<file path="src/abx_params.svh">
// Constants for the bit-clear, AND and branch execution block
`ifndef ABX_PARAMS_SVH
`define ABX_PARAMS_SVH

`define ABX_OFF_CTRL      32'h0000_0000
`define ABX_OFF_INSTR     32'h0000_0004
`define ABX_OFF_WORK      32'h0000_0008
`define ABX_OFF_STATUS    32'h0000_000c
`define ABX_OFF_BANK      32'h0000_0010
`define ABX_OFF_PCLO      32'h0000_0014
`define ABX_OFF_PCHI      32'h0000_0018
`define ABX_OFF_FADDR     32'h0000_001c
`define ABX_OFF_FDATA     32'h0000_0020
`define ABX_OFF_EXEC      32'h0000_0024

`define ABX_OP_AND_HI     6'h05
`define ABX_OP_CLR_HI     4'h9
`define ABX_OP_BC         8'he2
`define ABX_OP_BN         8'he6
`define ABX_INDEX_LIMIT   8'h5f
`define ABX_ACCESS_SPLIT  8'h60
`define ABX_ACCESS_HIBANK 4'hf

`define ABX_STAT_NEG_BIT  4
`define ABX_STAT_ZERO_BIT 2
`define ABX_STAT_CARRY_BIT 0

`define ABX_RST_WORK      8'h00
`define ABX_RST_STATUS    8'h00
`define ABX_RST_BANK      4'h0
`define ABX_RST_PC        21'h000000
`define ABX_RST_CTRL      1'b0
`define ABX_PC_STEP       21'h000002
`define ABX_NUM_PHASES    4

`endif

</file>
<file path="src/abx_pkg.sv">
// Types shared by the execution block and its helpers
package abx_pkg;

  typedef enum logic [1:0] {
    PH_DECODE,
    PH_READ,
    PH_PROCESS,
    PH_WRITE
  } phase_t;

  typedef enum logic [2:0] {
    OP_NONE,
    OP_AND_WORK_WITH_FILE,
    OP_CLEAR_FILE_BIT,
    OP_BRANCH_ON_CARRY_SET,
    OP_BRANCH_ON_NEGATIVE_SET
  } op_t;

endpackage

</file>
<file path="src/and_bitclear_branch_exec.sv">
// Execution core for AND-with-file, bit clear and two branches
`timescale 1ns/1ps
`include "abx_params.svh"
module and_bitclear_branch_exec #(
  parameter int PC_W = 21,
  parameter int MEM_WORDS = 16
) (
  input  wire logic        clk,
  input  wire logic        nrst,
  input  wire logic [31:0] s_axi_awaddr,
  input  wire logic        s_axi_awvalid,
  output logic             s_axi_awready,
  input  wire logic [31:0] s_axi_wdata,
  input  wire logic [3:0]  s_axi_wstrb,
  input  wire logic        s_axi_wvalid,
  output logic             s_axi_wready,
  output logic [1:0]       s_axi_bresp,
  output logic             s_axi_bvalid,
  input  wire logic        s_axi_bready,
  input  wire logic [31:0] s_axi_araddr,
  input  wire logic        s_axi_arvalid,
  output logic             s_axi_arready,
  output logic [31:0]      s_axi_rdata,
  output logic [1:0]       s_axi_rresp,
  output logic             s_axi_rvalid,
  input  wire logic        s_axi_rready,
  output logic             busy
);
  import abx_pkg::*;

  localparam int AW = $clog2(MEM_WORDS);

  // Programmer-visible state
  logic            extEnable_r;
  logic [11:0]     indexBase_r;
  logic [15:0]     instr_r;
  logic [7:0]      work_r;
  logic [7:0]      status_r;
  logic [3:0]      bank_r;
  logic [PC_W-1:0] pc_r;
  logic [11:0]     fileAddr_r;
  logic [7:0]      fileMem_r [MEM_WORDS];

  // Execution state
  phase_t          phase_r;
  logic            running_r;
  logic            nopCycle_r;
  logic [7:0]      operand_r;
  logic [7:0]      result_r;
  logic            takeBranch_r;
  logic [AW-1:0]   memIdx_r;
  logic [AW-1:0]   memIdx;

  // Bus state
  logic            awHeld_r;
  logic            wHeld_r;
  logic [31:0]     awAddr_r;
  logic [31:0]     wData_r;
  logic [3:0]      wStrb_r;
  logic            doWrite;
  logic            swWrite;
  logic            startReq;
  logic            pcLoHit;
  logic            pcHiHit;

  op_t             opKind;
  logic            destFile;
  logic [2:0]      bitIndex;
  logic [7:0]      offset;
  logic [11:0]     dataAddr;
  logic [PC_W-1:0] target;

  abx_decode u_decode (
    .instr      (instr_r),
    .bankSelect (bank_r),
    .extEnable  (extEnable_r),
    .indexBase  (indexBase_r),
    .opKind     (opKind),
    .destFile   (destFile),
    .bitIndex   (bitIndex),
    .offset     (offset),
    .dataAddr   (dataAddr),
    .indexedMode()
  );

  abx_branch #(
    .PC_W (PC_W)
  ) u_branch (
    .branchPc (pc_r),
    .offset   (offset),
    .target   (target)
  );

  assign memIdx = dataAddr[AW-1:0];
  assign busy   = running_r;

  // Write channel: address and data taken independently
  assign s_axi_awready = !awHeld_r && !s_axi_bvalid;
  assign s_axi_wready  = !wHeld_r && !s_axi_bvalid;
  assign doWrite       = awHeld_r && wHeld_r && !s_axi_bvalid;
  assign swWrite       = doWrite && !running_r && wStrb_r[0];
  assign startReq      = doWrite && awAddr_r == `ABX_OFF_EXEC &&
                         wStrb_r[0] && wData_r[0];
  assign pcLoHit       = doWrite && awAddr_r == `ABX_OFF_PCLO;
  assign pcHiHit       = doWrite && awAddr_r == `ABX_OFF_PCHI;

  always_ff @(posedge clk or negedge nrst) begin
    if (!nrst) begin
      awHeld_r <= 1'b0;
      wHeld_r  <= 1'b0;
      awAddr_r <= 32'h0000_0000;
      wData_r  <= 32'h0000_0000;
      wStrb_r  <= 4'h0;
    end else begin
      if (s_axi_awvalid && s_axi_awready) begin
        awHeld_r <= 1'b1;
        awAddr_r <= s_axi_awaddr;
      end else if (doWrite) begin
        awHeld_r <= 1'b0;
      end
      if (s_axi_wvalid && s_axi_wready) begin
        wHeld_r <= 1'b1;
        wData_r <= s_axi_wdata;
        wStrb_r <= s_axi_wstrb;
      end else if (doWrite) begin
        wHeld_r <= 1'b0;
      end
    end
  end

  always_ff @(posedge clk or negedge nrst) begin
    if (!nrst) begin
      s_axi_bvalid <= 1'b0;
      s_axi_bresp  <= 2'h0;
    end else if (doWrite) begin
      s_axi_bvalid <= 1'b1;
      s_axi_bresp  <= (awAddr_r > `ABX_OFF_EXEC) ? 2'h2 : 2'h0;
    end else if (s_axi_bready) begin
      s_axi_bvalid <= 1'b0;
    end
  end

  // Software registers; writes land only while the core is idle
  always_ff @(posedge clk or negedge nrst) begin
    if (!nrst) begin
      extEnable_r <= `ABX_RST_CTRL;
      indexBase_r <= 12'h000;
    end else if (swWrite && awAddr_r == `ABX_OFF_CTRL) begin
      extEnable_r <= wData_r[0];
      indexBase_r <= wData_r[27:16];
    end
  end

  always_ff @(posedge clk or negedge nrst) begin
    if (!nrst) begin
      instr_r <= 16'h0000;
    end else if (swWrite && awAddr_r == `ABX_OFF_INSTR) begin
      instr_r <= wData_r[15:0];
    end
  end

  always_ff @(posedge clk or negedge nrst) begin
    if (!nrst) begin
      bank_r <= `ABX_RST_BANK;
    end else if (swWrite && awAddr_r == `ABX_OFF_BANK) begin
      bank_r <= wData_r[3:0];
    end
  end

  always_ff @(posedge clk or negedge nrst) begin
    if (!nrst) begin
      fileAddr_r <= 12'h000;
    end else if (swWrite && awAddr_r == `ABX_OFF_FADDR) begin
      fileAddr_r <= wData_r[11:0];
    end
  end

  // Four phases per cycle; a taken branch adds one no-operation cycle
  always_ff @(posedge clk or negedge nrst) begin
    if (!nrst) begin
      phase_r    <= PH_DECODE;
      running_r  <= 1'b0;
      nopCycle_r <= 1'b0;
    end else if (!running_r) begin
      phase_r <= PH_DECODE;
      if (startReq) begin
        running_r <= 1'b1;
      end
    end else begin
      case (phase_r)
        PH_DECODE:  phase_r <= PH_READ;
        PH_READ:    phase_r <= PH_PROCESS;
        PH_PROCESS: phase_r <= PH_WRITE;
        PH_WRITE: begin
          phase_r <= PH_DECODE;
          if (takeBranch_r && !nopCycle_r) begin
            nopCycle_r <= 1'b1;
          end else begin
            nopCycle_r <= 1'b0;
            running_r  <= 1'b0;
          end
        end
        default: phase_r <= PH_DECODE;
      endcase
    end
  end

  // Operand read and processing
  always_ff @(posedge clk or negedge nrst) begin
    if (!nrst) begin
      operand_r    <= 8'h00;
      result_r     <= 8'h00;
      takeBranch_r <= 1'b0;
      memIdx_r     <= '0;
    end else if (running_r && !nopCycle_r) begin
      if (phase_r == PH_DECODE) begin
        memIdx_r     <= memIdx;
        takeBranch_r <= 1'b0;
      end
      if (phase_r == PH_READ) begin
        operand_r <= fileMem_r[memIdx_r];
      end
      if (phase_r == PH_PROCESS) begin
        case (opKind)
          OP_AND_WORK_WITH_FILE: result_r <= work_r & operand_r;
          OP_CLEAR_FILE_BIT:
            result_r <= operand_r & ~(8'h01 << bitIndex);
          OP_BRANCH_ON_CARRY_SET:
            takeBranch_r <= status_r[`ABX_STAT_CARRY_BIT];
          OP_BRANCH_ON_NEGATIVE_SET:
            takeBranch_r <= status_r[`ABX_STAT_NEG_BIT];
          default: result_r <= operand_r;
        endcase
      end
    end
  end

  logic writePhase;
  assign writePhase = running_r && !nopCycle_r && phase_r == PH_WRITE;

  // Working register and flags; only the AND and a software STATUS write touch N and Z
  always_ff @(posedge clk or negedge nrst) begin
    if (!nrst) begin
      work_r   <= `ABX_RST_WORK;
      status_r <= `ABX_RST_STATUS;
    end else if (writePhase && opKind == OP_AND_WORK_WITH_FILE) begin
      if (!destFile) begin
        work_r <= result_r;
      end
      status_r[`ABX_STAT_NEG_BIT]  <= result_r[7];
      status_r[`ABX_STAT_ZERO_BIT] <= (result_r == 8'h00);
    end else if (doWrite && !running_r && wStrb_r[0]) begin
      if (awAddr_r == `ABX_OFF_WORK) begin
        work_r <= wData_r[7:0];
      end
      if (awAddr_r == `ABX_OFF_STATUS) begin
        status_r <= wData_r[7:0];
      end
    end
  end

  // Program counter: the taken write happens in the first cycle's last phase
  always_ff @(posedge clk or negedge nrst) begin
    if (!nrst) begin
      pc_r <= `ABX_RST_PC;
    end else if (writePhase && takeBranch_r) begin
      pc_r <= target;
    end else if (writePhase && opKind != OP_NONE) begin
      pc_r <= pc_r + `ABX_PC_STEP;
    end else if (pcLoHit && !running_r) begin
      pc_r[15:0] <= wData_r[15:0];
    end else if (pcHiHit && !running_r) begin
      pc_r[PC_W-1:16] <= wData_r[PC_W-17:0];
    end
  end

  // File storage, one entry per index
  genvar gi;
  generate
    for (gi = 0; gi < MEM_WORDS; gi++) begin : g_mem
      always_ff @(posedge clk or negedge nrst) begin
        if (!nrst) begin
          fileMem_r[gi] <= 8'h00;
        end else if (writePhase && memIdx_r == AW'(gi) &&
                     (opKind == OP_CLEAR_FILE_BIT ||
                      (opKind == OP_AND_WORK_WITH_FILE && destFile))) begin
          fileMem_r[gi] <= result_r;
        end else if (doWrite && !running_r && wStrb_r[0] &&
                     awAddr_r == `ABX_OFF_FDATA &&
                     fileAddr_r[AW-1:0] == AW'(gi)) begin
          fileMem_r[gi] <= wData_r[7:0];
        end
      end
    end
  endgenerate

  // Read channel, one cycle after the address is taken
  assign s_axi_arready = !s_axi_rvalid;

  always_ff @(posedge clk or negedge nrst) begin
    if (!nrst) begin
      s_axi_rvalid <= 1'b0;
      s_axi_rdata  <= 32'h0000_0000;
      s_axi_rresp  <= 2'h0;
    end else if (s_axi_arvalid && s_axi_arready) begin
      s_axi_rvalid <= 1'b1;
      s_axi_rresp  <= 2'h0;
      case (s_axi_araddr)
        `ABX_OFF_CTRL:
          s_axi_rdata <= {4'h0, indexBase_r, 15'h0000, extEnable_r};
        `ABX_OFF_INSTR: s_axi_rdata <= {16'h0000, instr_r};
        `ABX_OFF_WORK: s_axi_rdata <= {24'h000000, work_r};
        `ABX_OFF_STATUS: s_axi_rdata <= {24'h000000, status_r};
        `ABX_OFF_BANK: s_axi_rdata <= {28'h0000000, bank_r};
        `ABX_OFF_PCLO: s_axi_rdata <= {16'h0000, pc_r[15:0]};
        `ABX_OFF_PCHI: s_axi_rdata <= 32'(pc_r[PC_W-1:16]);
        `ABX_OFF_FADDR: s_axi_rdata <= {20'h00000, fileAddr_r};
        `ABX_OFF_FDATA:
          s_axi_rdata <= {24'h000000, fileMem_r[fileAddr_r[AW-1:0]]};
        `ABX_OFF_EXEC: s_axi_rdata <= {31'h00000000, running_r};
        default: begin
          s_axi_rdata <= 32'h0000_0000;
          s_axi_rresp <= 2'h2;
        end
      endcase
    end else if (s_axi_rready) begin
      s_axi_rvalid <= 1'b0;
    end
  end
endmodule

</file>
<file path="src/abx_decode.sv">
// Opcode field extraction and data address formation
`timescale 1ns/1ps
`include "abx_params.svh"
module abx_decode (
  input  wire logic [15:0]     instr,
  input  wire logic [3:0]      bankSelect,
  input  wire logic            extEnable,
  input  wire logic [11:0]     indexBase,
  output abx_pkg::op_t         opKind,
  output logic                 destFile,
  output logic [2:0]           bitIndex,
  output logic [7:0]           offset,
  output logic [11:0]          dataAddr,
  output logic                 indexedMode
);
  import abx_pkg::*;

  logic       accessBit;
  logic [7:0] fileAddr;

  assign fileAddr  = instr[7:0];
  assign offset    = instr[7:0];
  assign bitIndex  = instr[11:9];
  assign destFile  = instr[9];
  assign accessBit = (instr[15:12] == `ABX_OP_CLR_HI) ? instr[8] : instr[8];

  always_comb begin
    if (instr[15:10] == `ABX_OP_AND_HI) begin
      opKind = OP_AND_WORK_WITH_FILE;
    end else if (instr[15:12] == `ABX_OP_CLR_HI) begin
      opKind = OP_CLEAR_FILE_BIT;
    end else if (instr[15:8] == `ABX_OP_BC) begin
      opKind = OP_BRANCH_ON_CARRY_SET;
    end else if (instr[15:8] == `ABX_OP_BN) begin
      opKind = OP_BRANCH_ON_NEGATIVE_SET;
    end else begin
      opKind = OP_NONE;
    end
  end

  // Access bank: low part maps to bank 0, or to indexBase plus the address when extEnable is set; high part to the top bank
  always_comb begin
    indexedMode = !accessBit && extEnable &&
                  (fileAddr <= `ABX_INDEX_LIMIT);
    if (indexedMode) begin
      dataAddr = indexBase + {4'h0, fileAddr};
    end else if (accessBit) begin
      dataAddr = {bankSelect, fileAddr};
    end else if (fileAddr < `ABX_ACCESS_SPLIT) begin
      dataAddr = {4'h0, fileAddr};
    end else begin
      dataAddr = {`ABX_ACCESS_HIBANK, fileAddr};
    end
  end
endmodule

</file>
<file path="src/abx_branch.sv">
// Relative branch target arithmetic
`timescale 1ns/1ps
`include "abx_params.svh"
module abx_branch #(
  parameter int PC_W = 21
) (
  input  wire logic [PC_W-1:0] branchPc,
  input  wire logic [7:0]      offset,
  output logic [PC_W-1:0]      target
);
  logic [PC_W-1:0] extOffset;

  // Signed offset doubled, added to the counter plus one step
  assign extOffset = {{(PC_W-9){offset[7]}}, offset, 1'b0};
  assign target = branchPc + `ABX_PC_STEP + extOffset;
endmodule

</file>
<file path="config.mk">
export PLATFORM = sky130hd
export DESIGN_NAME = and_bitclear_branch_exec
export DESIGN_NICKNAME = d
export VERILOG_FILES = /design/src/abx_pkg.sv /design/src/and_bitclear_branch_exec.sv /design/src/abx_decode.sv /design/src/abx_branch.sv
export VERILOG_INCLUDE_DIRS = /design/src
export SDC_FILE = /design/constraint.sdc
export NUM_CORES = 1
export LEC_CHECK = 0
export ABC_CLOCK_PERIOD_IN_PS = 7900
export CORE_MARGIN = 2
export CORE_UTILIZATION = 50
export CTS_CLUSTER_DIAMETER = 150
export CTS_CLUSTER_SIZE = 30
export DETAILED_ROUTE_END_ITERATION = 8
export DONT_BUFFER_PORTS = 1
export PLACE_DENSITY_LB_ADDON = 0.12
export SETUP_SLACK_MARGIN = 0.2
export SYNTH_ARGS = -nofsm -noshare
export SYNTH_HDL_FRONTEND = slang
export SYNTH_SLANG_ARGS = --single-unit
</file>
<file path="constraint.sdc">
create_clock -name clk -period 7.9 [get_ports clk]
set_clock_uncertainty 0.15 [all_clocks]
set_input_delay 0 -clock clk [delete_from_list [all_inputs] [get_ports clk]]
set_output_delay 0 -clock clk [all_outputs]
set_load 0.005 [all_outputs]
</file>
# Word-level counts from Yosys, hierarchy flattened
# Index checks and enable logic that the tools add are counted.
# totals
word_cells,324
reg_bits,336
out_inout_bits,42
input_bits,107
# classes
add_sub_neg,3
magnitude_cmp,4
bitwise_logic,7
n_mux,77
n_reduce_logical,128
shifts,1
n_eq_ne,61
# op_table
cell,count
two-way mux 8 bit,40
one-hot mux 28 bit (10 select lines),1
"== test 32 x 5 -> 1 bit, second input constant",8
"== test 32 x 4 -> 1 bit, second input constant",4
"== test 32 x 6 -> 1 bit, second input constant",4
logical AND 1 bit,78
"== test 4 bit, second input constant",17
binary-select mux 8 bit (select 4 bit),2
"== test 32 x 3 -> 1 bit, second input constant",2
zero test 32 bit,2
nonzero test 2 bit,23
two-way mux 21 bit,2
"== test 4 x 3 -> 1 bit, second input constant",8
"> comparator 32 x 6 -> 1 bit, second input constant",1
one-hot mux 8 bit (3 select lines),1
"adder 21 x 2 -> 21 bit, second input constant",1
adder 21 bit,1
two-way mux 5 bit,4
bitwise AND 8 bit,2
"== test 4 x 2 -> 1 bit, second input constant",4
"== test 8 bit, second input constant",2
two-way mux 16 bit,1
two-way mux 1 bit,15
two-way mux 3 bit,4
other kinds (30),54

# Longest topological paths before layout
# Gate-level depths: netlist (run 1).
# depth
depth_word,10
mapped_depth,13
depth_no_buf,13

# Cells and area by module
# From an unflattened synthesis (run 1), not the netlist that was laid out.
# unflattened
hier_cells,1877
hier_area_um2,19815.3
# modules_own_cells
mod,n_inst,area_per_inst_um2,cells_per_inst,seq_area_each_um2
and_bitclear_branch_exec,1,17758.3,1594,8257.9
abx_branch,1,1278.7,171,0.0
abx_decode,1,778.2,112,0.0

# Worst setup path after synthesis (run 1)
# No wires, ideal clock.
# synth_path
path_type,reg2reg
from,reg pc_r[1]
to,reg pc_r[19]
n_path_buf,0
t_arrival_ns,3.069
slack_ns,4.547
synth_period_minus_slack_ns,3.353
setup_ns,0.134
stages_incl_launch_ff,13
path_cell_list,dfrtp_1 > ha_1 > nand4_1 > or2_2 > xnor2_1 > ha_1 > and3_1 > a221oi_1 > o2111ai_1 > a41oi_1 > nor3_1 > o41ai_1 > a2bb2oi_1
# synth_between
elab_chain_cells,3
word_cells_on_any_way,4
cone_classes,add/sub (2); mux (2)
# synth_lines
element,line,rtl
start: declaration,and_bitclear_branch_exec.sv:40,logic [PC_W-1:0] pc_r;
start signal: assignment,and_bitclear_branch_exec.sv:265,pc_r <= `ABX_RST_PC;
start signal: assignment,and_bitclear_branch_exec.sv:267,pc_r <= target;
start signal: assignment,and_bitclear_branch_exec.sv:269,pc_r <= pc_r + `ABX_PC_STEP;
adder 21 x 2 -> 21 bit (no line) (*),n/a,
adder 21 bit or two-way mux 21 bit (tied branches),"abx_branch.sv:15, and_bitclear_branch_exec.sv:268",
two-way mux 21 bit (*),and_bitclear_branch_exec.sv:266,end else if (writePhase && takeBranch_r) begin
# Every way passes the cells marked *; elsewhere a longest branch is shown, timed or not.
# A chain may end at the register's enable or synchronous reset.

# Final worst setup path (run 1)
# Same ends and word-level chain as after synthesis.

==> results.txt, run 1 <==
----------------------------------------------------
[Critical path]
  List of cells traversed by the critical path ... ha_1, nand4_1, or2_2, xnor2_1, ha_1, and3_1, a221oi_1, o2111ai_1, a41oi_1, nor3_1, o41ai_1, a2bb2oi_1
  Crit-path most repeated cell ... sky130_fd_sc_hd__ha_1
  Worst R2R Path Depth ... 12
  Crit path launch type ... flop
  Element type at the critical path end ... flop
  WP depth ... 12
  WS Path Type ... reg2reg
  CP Max Fanout ... 7
  Standard cell with the maximum stage delay on the critical path ... sky130_fd_sc_hd__dfrtp_1
  Req. time, crit path ... approximately 8.2 ns
  Largest delay contributor family on the critical path ... compound AO/OA/AOI/OAI gates
  Crit Reg-Reg Startpoint ... pc_r[1]
  Worst reg2reg path endpoint ... pc_r[19]
  Worst Path Buf+Inv ... 0
  Setup slack on the worst flop-to-flop path ... roughly 3.8 ns
  Data arrival time of the critical path ... between 4 and 5 ns
  Slowest cell delay on critical path ... approximately 0.5 ns

[Synth]
  Top-count cell post-synth ... sky130_fd_sc_hd__dfrtp_1
  Ys flop type ... sky130_fd_sc_hd__dfrtp_1
  Largest family of logic cells by synthesized area ... multiplexers
  Post-synthesis cell count ... ~1700
  Synth Area in Adders ... roughly 2.1%
  Proportion of synthesized flip-flops having asynchronous set or reset ... 100%
  Library cell occupying the most area in the post-synthesis netlist ... sky130_fd_sc_hd__dfrtp_1
  Number of flops mapped to enable cells by yosys ... 0
  Area share of the largest cell type after synthesis ... 45.2%
  Most instantiated cells after synthesis ... sky130_fd_sc_hd__dfrtp_1, sky130_fd_sc_hd__nor2_1, sky130_fd_sc_hd__nand2_1
  Post-synthesis share of cell area spent on and, or, nand and nor gates ... 15.3%
  Xor/xnor share of the synthesized area ... 1.77%
  Number of warning messages in the yosys log ... 0
  Number of different library cells in the post-synthesis netlist ... about 80
  Synthesized area per cell ... 10.7 sq um
  Total standard cell area after synthesis ... between 15000 and 20000 sq um
  Multiplexer area fraction after synthesis ... around 18%
  Seq/Total Area, Yosys ... 45.2%
  Cells taking the most area after synthesis ... sky130_fd_sc_hd__dfrtp_1, sky130_fd_sc_hd__mux4_2, sky130_fd_sc_hd__mux2_2
  Post-synthesis compound-gate area fraction ... 14.3%
  Seq cells post-synth ... 330

[Placed design]
  Routability cong. ... about 0.9
  Port Buffer Count ... 0
  Placed inst area ... 18500 sq um
  Post-detail-place hpwl ... between 30000 and 40000 um

[Floorplan]
  Die Area ... ~38000 sq um
  Die height ... between 150 and 200 um
  Count of pins on the block boundary ... approximately 150
  Initial core utilization ... between 50% and 60%
  Die span in x ... about 200 um
  Placeable Area ... between 30000 and 40000 sq um
  Placement Rows ... 70

[Global route]
  Routing usage on met2 ... approximately half
  Pin count of the biggest net entering global routing ... 331
  Most heavily used metal layer in global routing ... met2
  GR met1 Demand/Resource ... roughly two fifths
  Wire length of the first global-routing pass ... just under 90000 um
  Global-route total usage across every layer ... a little under a third
  Initial antenna violation count ... 2
  Grt total ovfl ... 0
  Global routing usage on met3 ... around 4.5%
  Vias in the first global route ... 14539

[Drt]
  Number of vias per cell after detailed routing ... ~6.6
  DR DRC count ... 0
  Vias ... roughly 15000
  Detailed Routing Iterations Pass 1 ... 6
  Initial DRC count ... about 1400
  Total Wirelength ... between 50000 and 60000 um
  Average detailed-routed wire length per instance ... 26.1 um
  Count of nets left with antenna violations after detail routing ... 0

[STA]
  Hold slack ... -1.00 ns
  Setup violators final ... 0
  Transition at the pin with the smallest max-transition slack ... 1.58 ns
  RSZ-0062 raised after global routing ... false
  Final clock period utilization by the worst path ... between 50% and 60%
  Max Clock Freq ... approximately 240 MHz
  Final period demand of the worst path ... just over 4 ns
  Worst relative slew slack ... -5.47%
  Fin Setup TNS ... 0 ns
  Slew Limit Fails ... 75
  Number of failing hold endpoints at the final stage ... 330

[Pwr]
  Clk pwr share ... between 20% and 30%
  Switching pwr ... roughly 1.1 mW
  Sw frac ... between 20% and 30%
  Power density over the cells ... approximately 190 nW/um^2
  Fraction of power consumed by sequential logic ... roughly 56%
  Leakage power figure ... between 8 and 9 nW
  Worst-case vdd ir drop ... approximately 0.00017 V
  Cell-internal power ... 2.68 mW
  Combinational share of power ... 20.9%

[Final layout]
  Layout overhead on the synthesized area ... 10.2%
  Multi-input gate area ... approximately 9400 sq um
  Post-route cell area ... about 20000 sq um
  Share of final-layout standard cells stronger than drive strength 1 ... 15.0%
  Net count reported at finish ... ~1900
  Number of filler instances in the final layout ... 3204
  Sequential standard cell area ... about 8300 sq um

[Status]
  Outcome ... finished, violations left
  Failing checks ... hold timing, slew limit

[CTS]
  TritonCTS clock tree ... built
  Number of setup buffers added after CTS ... 0
  Number of CTS-inserted buffers ... 14
  Sink count of the clock tree ... 330
  Hold buffer count at cts ... 127
  Clk_lat worst skew ... around 0.53 ns
  Root buffer selected by CTS ... sky130_fd_sc_hd__clkbuf_16
  Maximum count of clock buffers along a single path ... 3
  Reg clk slew, reported paths ... roughly 0.12 ns
  Maximum level of the CTS H-tree ... 1

[Job]
  Number of violations of the max-capacitance limit ... 0

[Hold path]
  Tightest Hold Check Type ... in2async

----------------------------------------------------
==> area by class of cell <==
type                       instances  share of cell area, %
antenna                            1                 0.0124
clock buffer                      17                   1.90
inverter                          24                  0.447
multi-input combinational       1236                   46.8
sequential                       330                   41.0
tap                              468                   2.91
timing repair buffer             144                   6.95
==> power by group through the flow <==
| stage | Sequential, mW | Combinational (mW) | Clock [mW] |
|---|---|---|---|
| final | 2.13 | 0.798 | 0.898 |
| after global routing | 2.16 | 0.859 | 0.960 |
| after CTS | 2.12 | 0.783 | 0.914 |
| after global placement | 2.14 | 0.527 | 0 |
| after floorplan | 1.99 | 0.482 | 0 |
| after detailed placement | 2.15 | 0.540 | 0 |
==> layer usage <==
metal / part of all wire (%) / vias up / wire length [um]
met2: 48 / 651 / 27800
met5: 0.021 / - / 12
met4: 4.1 / 2 / 2410
li1: - / 6446 / -
met1: 41 / 7411 / 23700
met3: 7.0 / 129 / 4080
==> worst max-delay path by stage <==
stage / end / start
2_1_floorplan: pc_r[19] / pc_r[1]
3_3_place_gp: pc_r[19] / pc_r[1]
4_1_cts: pc_r[19] / pc_r[1]
5_1_grt: pc_r[19] / pc_r[1]
3_5_place_dp: pc_r[19] / pc_r[1]
6_report: pc_r[19] / pc_r[1]
==> state kept, by name, indices dropped and copies added, names as in the netlist, 12 cells and up <==
name,cells
awAddr_r,32
fileAddr_r,12
fileMem_r,128
indexBase_r,12
instr_r,16
pc_r,21
s_axi_rdata,28
wData_r,28
==> per-stage QoR <==
stage	utilization (%)	instances	power (mW)	setup slack, ns	hold slack [ns]
after detailed placement	51.0	2075	2.69	3.86	-0.436
after global routing	55.5	2219	3.97	3.47	-1.01
final	55.5	2220	3.83	3.78	-1.00
after global placement	51.0	2075	2.67	4.01	-0.439
after floorplan	-	1717	2.47	4.55	-0.446
after CTS	55.5	2219	3.82	3.81	-1.01
==> kinds of logic (layout without fill, tap and decap cells) <==
kind of cell	after synthesis	count (layout)
compound gates	380	380
xor+xnor	37	37
fa+ha+maj	30	30
buf+inv	151	185
flops	330	330
mux	213	213
other cells	1	7
simple gates	570	570
==> worst register-to-register path, cell delays in order, from the launching register on <==
cell	delay (ns)
sky130_fd_sc_hd__dfrtp_1	0.50
sky130_fd_sc_hd__ha_1	0.31
sky130_fd_sc_hd__nand4_1	0.22
sky130_fd_sc_hd__or2_2	0.38
sky130_fd_sc_hd__xnor2_1	0.22
sky130_fd_sc_hd__ha_1	0.33
sky130_fd_sc_hd__and3_1	0.21
sky130_fd_sc_hd__a221oi_1	0.37
sky130_fd_sc_hd__o2111ai_1	0.22
sky130_fd_sc_hd__a41oi_1	0.49
sky130_fd_sc_hd__nor3_1	0.11
sky130_fd_sc_hd__o41ai_1	0.40
sky130_fd_sc_hd__a2bb2oi_1	0.11
==> cell usage in the layout (no fill, tap or decap), drive strengths merged, types with 20 or more instances in the layout <==
cell type,instances
xnor2,20
nor4,21
a21oi,32
a22oi,34
nand2,152
dlygate4sd3,127
mux2,115
a31oi,24
mux4,80
nor3,58
dfrtp,330
o22ai,75
ha,28
nand3,57
inv,24
nor2,191
o21ai,71
==> timing repair <==
item | CTS | global route
endpoints found under the hold margin | 423 | 330
resized for setup | 0 | 0
setup endpoints to repair | 0 | 0
(Power assumes the default switching activity.)
==> run 2, diff against run 1 <==
--- a/config.mk
+++ b/config.mk
@@ -6,7 +6,8 @@
 export SDC_FILE = /design/constraint.sdc
 export NUM_CORES = 1
 export LEC_CHECK = 0
-export ABC_CLOCK_PERIOD_IN_PS = 7900
+export ABC_AREA = 1
+export ABC_CLOCK_PERIOD_IN_PS = 3800
 export CORE_MARGIN = 2
 export CORE_UTILIZATION = 50
 export CTS_CLUSTER_DIAMETER = 150
==> constraint.sdc (replaced) <==
create_clock -name clk -period 3.8 [get_ports clk]
set_clock_uncertainty 0.15 [all_clocks]
set_input_delay 0 -clock clk [delete_from_list [all_inputs] [get_ports clk]]
set_output_delay 0 -clock clk [all_outputs]
set_load 0.005 [all_outputs]
==> results.txt, run 2 <==
----------------------------------------------------
[Status]
  Outcome ... finished, violations left
  Failing checks ... hold timing

[Synth]
  Number of warning messages in the yosys log ... 0 (unchanged)
  Synthesized area per cell ... 7.05 sq um (-34%)
  Seq/Total Area, Yosys ... 42.0% (-3.3 points)
  Seq cells post-synth ... 330 (unchanged)
  Library cell occupying the most area in the post-synthesis netlist ... sky130_fd_sc_hd__dfrtp_1
  Number of different library cells in the post-synthesis netlist ... 51 (-37%)
  Ys flop type ... sky130_fd_sc_hd__dfrtp_1
  Top-count cell post-synth ... sky130_fd_sc_hd__nand2_1
  Cells taking the most area after synthesis ... sky130_fd_sc_hd__dfrtp_1, sky130_fd_sc_hd__nand2_1, sky130_fd_sc_hd__o21ai_0
  Post-synthesis cell count ... 2793 (+63%)
  Area share of the largest cell type after synthesis ... 42.0% (-3.3 points)
  Proportion of synthesized flip-flops having asynchronous set or reset ... 100% (unchanged)
  Total standard cell area after synthesis ... 19700 sq um (+7.8%)
  Most instantiated cells after synthesis ... sky130_fd_sc_hd__nand2_1, sky130_fd_sc_hd__o21ai_0, sky130_fd_sc_hd__dfrtp_1
  Number of flops mapped to enable cells by yosys ... 0 (unchanged)

[STA]
  Setup violators final ... 0 (unchanged)
  Transition at the pin with the smallest max-transition slack ... 1.18 ns (-0.404 ns)
  Max Clock Freq ... 305 MHz (+25%)
  Fin Setup TNS ... 0 ns (unchanged)
  Hold slack ... -0.989 ns (+0.0126 ns)
  Number of failing hold endpoints at the final stage ... 330 (unchanged)
  Slew Limit Fails ... 0 (-100%)
  Final period demand of the worst path ... 3.28 ns (-0.835 ns)
  Final clock period utilization by the worst path ... 86.4% (+34 points)
  RSZ-0062 raised after global routing ... false
  Worst relative slew slack ... 21.5% (+27 points)

[Floorplan]
  Die span in x ... 202 um (+3.7%)
  Placeable Area ... 38700 sq um (+6.8%)
  Die height ... 202 um (+3.7%)
  Initial core utilization ... 50.8% (+0.44 points)
  Count of pins on the block boundary ... 149 (unchanged)
  Die Area ... 41000 sq um (+7.6%)
  Placement Rows ... 72 (+2.9%)

[Placed design]
  Port Buffer Count ... 0 (unchanged)
  Post-detail-place hpwl ... 47800 um (+26%)
  Routability cong. ... 0.993 (+7.3%)
  Placed inst area ... 20200 sq um (+9.3%)

[Final layout]
  Number of filler instances in the final layout ... 3702 (+16%)
  Layout overhead on the synthesized area ... 10.7%
  Share of final-layout standard cells stronger than drive strength 1 ... 4.77% (-10 points)
  Net count reported at finish ... 2991 (+59%)
  Leading cell types in the layout, fill and taps excluded ... sky130_fd_sc_hd__nand2_1, sky130_fd_sc_hd__o21ai_0, sky130_fd_sc_hd__dfrtp_1, sky130_fd_sc_hd__inv_1, sky130_fd_sc_hd__nor2_1
  Largest register by flop count ... fileMem_r
  Regs by FF count ... fileMem_r: 128 flops, awAddr_r: 32 flops
  Flip-flop count of the largest register, all copies and words added ... 128 (unchanged)
  Post-route cell area ... 21800 sq um (+8.2%)
  Leading cell type in the layout, fill and taps excluded ... sky130_fd_sc_hd__nand2_1

[Global route]
  Grt total ovfl ... 0 (unchanged)
  Vias in the first global route ... 18499 (+27%)
  Initial antenna violation count ... 1 (-1)
  Global-route total usage across every layer ... 33.5% (+3.0 points)
  Pin count of the biggest net entering global routing ... 331 (unchanged)
  Wire length of the first global-routing pass ... 106000 um (+19%)

[Drt]
  Average detailed-routed wire length per instance ... 20.6 um (-21%)
  Number of vias per cell after detailed routing ... 5.83 (-12%)
  DR DRC count ... 0 (unchanged)
  Detailed Routing Iterations Pass 1 ... 6 (unchanged)
  Count of nets left with antenna violations after detail routing ... 0 (unchanged)
  Total Wirelength ... 69500 um (+20%)
  Initial DRC count ... 2245 (+56%)
  Vias ... 19673 (+34%)

[Critical path]
  WS Path Type ... reg2reg
  Crit path launch type ... flop
  Data arrival time of the critical path ... 3.57 ns (-0.82 ns)
  Element type at the critical path end ... flop
  CP Max Fanout ... 7 (unchanged)
  Req. time, crit path ... 4.08 ns (-4.09 ns)

[Hold path]
  Tightest Hold Check Type ... in2async

[CTS]
  Reg clk slew, reported paths ... 0.12 ns (about the same)
  Sink count of the clock tree ... 330 (unchanged)
  Hold buffer count at cts ... 120 (-5.5%)
  Maximum count of clock buffers along a single path ... 3 (unchanged)
  TritonCTS clock tree ... built
  Root buffer selected by CTS ... sky130_fd_sc_hd__clkbuf_16
  Number of CTS-inserted buffers ... 14 (unchanged)
  Maximum level of the CTS H-tree ... 1 (unchanged)
  Clk_lat worst skew ... 0.54 ns (about the same)

[Job]
  Number of violations of the max-capacitance limit ... 0 (unchanged)

[Pwr]
  Worst-case vdd ir drop ... 0.000612 V (+260%)
  Leakage power figure ... 10.7 nW (+23%)
  Power density over the cells ... 376 nW/um^2 (+98%)

----------------------------------------------------
==> run 2: worst paths after layout <==
check                           startpoint              end  slack (ns)  cells past startpoint
min in group clk           s_axi_wdata[15]      wData_r[15]        0.02                      3
hold reg to reg            indexBase_r[11]  indexBase_r[11]        0.35                      2
setup reg to reg                   pc_r[1]         pc_r[10]        0.52                     15
hold / removal                        nrst    fileMem_r[85]       -0.99                      0
setup / recovery                   pc_r[1]         pc_r[10]        0.52                     15
max in group asynchronous             nrst   fileMem_r[123]        3.59                      0
==> run 2: layout make-up <==
class | count | area [sq um] | area share, %
Inverter | 274 | 1030 | 4.73
Timing Repair Buffer | 183 | 1690 | 7.74
Multi-Input combinational cell | 2051 | 9790 | 44.9
Tap cell | 518 | 648 | 2.97
Antenna cell | 1 | 2.50 | 0.0115
Clock buffer | 15 | 375 | 1.72
Sequential cell | 330 | 8260 | 37.9
==> run 2: cells by family after synthesis <==
| kind of cell | share of synthesized area [%] |
|---|---|
| and+or+nand+nor | 28.9 |
| AOI/OAI and AO/OA | 16.4 |
| buffers and inverters | 8.45 |
| DFF | 42.0 |
| adders and majority gates | 1.98 |
| muxes | 1.60 |
| xor gates and xnor gates | 0.756 |
| other | 0.0190 |
==> run 2: power breakdown <==
part | switching [mW] | total, mW | internal, mW | leakage, nW
registers | 0.355 | 4.20 | 3.84 | 4.43
logic | 1.15 | 2.11 | 0.954 | 6.06
clock network | 1.17 | 1.89 | 0.718 | 0.185
==> run 2: what timing repair did <==
item / 4_1_cts / 5_1_grt
endpoints found under the setup margin: 0 / 2
gates resized for setup: 0 / 1
hold endpoints to repair: 413 / 330
setup buffers: 0 / 0
==> run 2: per-stage QoR <==
| step | utilization [%] | cells | total power, mW | setup WS (ns) |
|---|---|---|---|---|
| after detailed placement | 52.2 | 3236 | 5.87 | 0.596 |
| after CTS | 56.2 | 3371 | 8.07 | 0.514 |
| after floorplan | - | 2798 | 5.35 | 1.12 |
| after global routing | 56.2 | 3372 | 8.58 | 0.236 |
| final | 56.2 | 3372 | 8.19 | 0.518 |
| after global placement | 52.2 | 3236 | 5.79 | 0.644 |
==> run 2: routing by layer <==
layer | up-vias | global-route usage [%] | share of wire [%]
met2 | 915 | 51.1 | 44
met1 | 9408 | 48.2 | 43
met5 | - | 0 | 0
met4 | 0 | 11.5 | 3.5
met3 | 135 | 5.92 | 9.3
li1 | 9215 | - | -
==> run 2: critical path, cell delays in order (launching register included) <==
cell,delay (ns)
sky130_fd_sc_hd__dfrtp_1,0.47
sky130_fd_sc_hd__ha_1,0.26
sky130_fd_sc_hd__inv_1,0.09
sky130_fd_sc_hd__nor2_1,0.31
sky130_fd_sc_hd__xor2_1,0.22
sky130_fd_sc_hd__inv_1,0.09
sky130_fd_sc_hd__ha_1,0.37
sky130_fd_sc_hd__nand2_1,0.13
sky130_fd_sc_hd__o21ai_0,0.40
sky130_fd_sc_hd__nand2_1,0.09
sky130_fd_sc_hd__nand2_1,0.11
sky130_fd_sc_hd__a21oi_1,0.06
sky130_fd_sc_hd__o21ai_0,0.19
sky130_fd_sc_hd__nand2_1,0.11
sky130_fd_sc_hd__nand2_1,0.08
sky130_fd_sc_hd__nand2_1,0.05
==> run 3, diff against run 2 <==
--- a/config.mk
+++ b/config.mk
@@ -6,7 +6,6 @@
 export SDC_FILE = /design/constraint.sdc
 export NUM_CORES = 1
 export LEC_CHECK = 0
-export ABC_AREA = 1
 export ABC_CLOCK_PERIOD_IN_PS = 3800
 export CORE_MARGIN = 2
 export CORE_UTILIZATION = 50
==> results.txt, run 3 (same netlist as run 1, synthesis figures left out) <==
----------------------------------------------------
[Placed design]
  Port Buffer Count ... 0 (unchanged)
  Placed inst area ... 18900 sq um (-6.6%)
  Post-detail-place hpwl ... 39900 um (-17%)
  Routability cong. ... 0.930 (-6.4%)
  Cell count after placement ... 2121 (-34%)

[Floorplan]
  Die Area ... 38100 sq um (-7.1%)
  Placeable Area ... 36300 sq um (-6.4%)
  Placement Rows ... 70 (-2.8%)
  Die height ... 195 um (-3.6%)
  Count of pins on the block boundary ... 149 (unchanged)
  Initial core utilization ... 50.4% (-0.44 points)
  Die span in x ... 195 um (-3.6%)

[Pwr]
  Worst-case vdd ir drop ... 0.000302 V (-51%)
  Leakage power figure ... 8.89 nW (-17%)
  Power density over the cells ... 385 nW/um^2 (+2.3%)
  Total Power ... 7.86 mW (-4.1%)

[Critical path]
  Worst Path Buf+Inv ... 2 (unchanged)
  Data arrival time of the critical path ... 3.69 ns (+0.12 ns)
  Standard cell with the maximum stage delay on the critical path ... sky130_fd_sc_hd__dfrtp_2
  List of cells traversed by the critical path ... buf_12, mux4_2, mux4_2, mux2_2, nand2_1, dlygate4sd3_1, a32oi_1
  CP Max Fanout ... 24 (+17)
  Largest delay contributor family on the critical path ... multiplexers
  Req. time, crit path ... 4.05 ns (-0.03 ns)
  Element type at the critical path end ... flop
  Crit path launch type ... flop
  Slowest cell delay on critical path ... 0.70 ns (+0.23 ns)
  WS Path Type ... reg2reg
  Crit-path most repeated cell ... sky130_fd_sc_hd__mux4_2

[Status]
  Outcome ... finished, violations left
  Failing checks ... hold timing

[CTS]
  Sink count of the clock tree ... 330 (unchanged)
  Root buffer selected by CTS ... sky130_fd_sc_hd__clkbuf_16
  Number of CTS-inserted buffers ... 14 (unchanged)
  TritonCTS clock tree ... built
  Hold buffer count at cts ... 114 (-5.0%)
  Maximum count of clock buffers along a single path ... 3 (unchanged)
  Reg clk slew, reported paths ... 0.12 ns (about the same)
  Clk_lat worst skew ... 0.53 ns (about the same)
  Maximum level of the CTS H-tree ... 1 (unchanged)

[Final layout]
  Flip-flop count of the largest register, all copies and words added ... 128 (unchanged)
  Net count reported at finish ... 1922 (-36%)
  Layout overhead on the synthesized area ... 11.9%
  Largest register by flop count ... fileMem_r
  Share of final-layout standard cells stronger than drive strength 1 ... 17.6% (+13 points)
  Number of filler instances in the final layout ... 3148 (-15%)
  Post-route cell area ... 20400 sq um (-6.2%)
  Regs by FF count ... fileMem_r: 128 flops, awAddr_r: 32 flops
  Post-route insts no fill ... 2255 (-33%)
  Leading cell types in the layout, fill and taps excluded ... sky130_fd_sc_hd__dfrtp_1, sky130_fd_sc_hd__nor2_1, sky130_fd_sc_hd__nand2_1, sky130_fd_sc_hd__mux2_2, sky130_fd_sc_hd__dlygate4sd3_1
  Leading cell type in the layout, fill and taps excluded ... sky130_fd_sc_hd__dfrtp_1
  Final standard cell utilization of the core ... 56.4% (+0.12 points)

[Drt]
  DR DRC count ... 0 (unchanged)
  Number of vias per cell after detailed routing ... 6.55 (+12%)
  Vias ... 14779 (-25%)
  Detailed Routing Iterations Pass 1 ... 8 (+2)
  Initial DRC count ... 1590 (-29%)
  Average detailed-routed wire length per instance ... 26.0 um (+26%)
  Total Wirelength ... 58700 um (-16%)
  Count of nets left with antenna violations after detail routing ... 0 (unchanged)

[Global route]
  Vias in the first global route ... 14583 (-21%)
  Wire length of the first global-routing pass ... 89900 um (-15%)
  Initial antenna violation count ... 1 (unchanged)
  Grt total ovfl ... 0 (unchanged)
  Global-route total usage across every layer ... 30.8% (-2.7 points)
  Pin count of the biggest net entering global routing ... 331 (unchanged)

[STA]
  Number of failing hold endpoints at the final stage ... 330 (unchanged)
  Slew Limit Fails ... 0 (unchanged)
  Setup violators final ... 0 (unchanged)
  Fin Setup TNS ... 0 ns (unchanged)
  Final clock period utilization by the worst path ... 90.6% (+4.2 points)
  Worst relative slew slack ... 9.19% (-12 points)
  Max Clock Freq ... 290 MHz (-4.7%)
  RSZ-0062 raised after global routing ... false
  Final period demand of the worst path ... 3.44 ns (+0.161 ns)
  Transition at the pin with the smallest max-transition slack ... 1.36 ns (+0.184 ns)
  Hold slack ... -0.973 ns (+0.0162 ns)

[Job]
  Number of violations of the max-capacitance limit ... 0 (unchanged)

[Hold path]
  Tightest Hold Check Type ... in2async

----------------------------------------------------
## run 3: changes by cell type in the layout (fill, tap and decap cells not counted), sizes merged, moves of 22 or more
cell and change:
a21oi -48, a22oi +22, inv -244, mux2 +88, mux4 +80, nand2 -707
nand3 -154, nor2 -54, nor3 +36, o21ai -303
## run 3: path summary, 6_finish.rpt
kind | from | end | slack [ns] | cells after the start
max | fileAddr_r[0] | s_axi_rdata[0] | 0.36 | 7
min | nrst | wData_r[9] | -0.97 | 0
max in group asynchronous | nrst | fileMem_r[10] | 3.71 | 0
max reg2reg | fileAddr_r[0] | s_axi_rdata[0] | 0.36 | 7
min reg2reg | indexBase_r[7] | s_axi_rdata[23] | 0.35 | 1
min in group clk | s_axi_araddr[3] | s_axi_rdata[0] | 0 | 3
## run 3: area by class of cell
type | instances | area, sq um | share of cell area, %
antenna | 1 | 2.50 | 0.0122
multi-input combinational | 1236 | 9450 | 46.2
inverter | 24 | 90.1 | 0.441
tap | 468 | 586 | 2.87
timing repair buffer | 179 | 1670 | 8.15
sequential | 330 | 8260 | 40.4
clock buffer | 17 | 383 | 1.87
## run 3: metal layers
| layer | wire (um) | global-route usage (%) | part of all wire [%] |
|---|---|---|---|
| met3 | 4300 | 4.11 | 7.3 |
| met4 | 2070 | 9.90 | 3.5 |
| met1 | 23700 | 41.6 | 40 |
| met2 | 28700 | 52.0 | 49 |
| met5 | 0 | 0 | 0 |
## run 3: stage by stage
step           hold slack, ns  setup slack, ns
2_1_floorplan          -0.446            0.447
3_3_place_gp           -0.439            0.277
3_5_place_dp           -0.435            0.241
4_1_cts                -0.994            0.242
5_1_grt                 -1.01            0.213
6_report               -0.973            0.357
## run 3: timing repair
action,CTS,global route
gates resized for setup,1,5
pin swaps,0,4
hold endpoints to repair,423,330
setup endpoints to repair,1,7
setup buffers,0,2
## run 3: power by group
part | switching [mW] | internal (mW) | leakage (nW)
clock network | 1.13 | 0.726 | 0.187
logic | 0.602 | 0.908 | 4.25
registers | 0.639 | 3.85 | 4.46
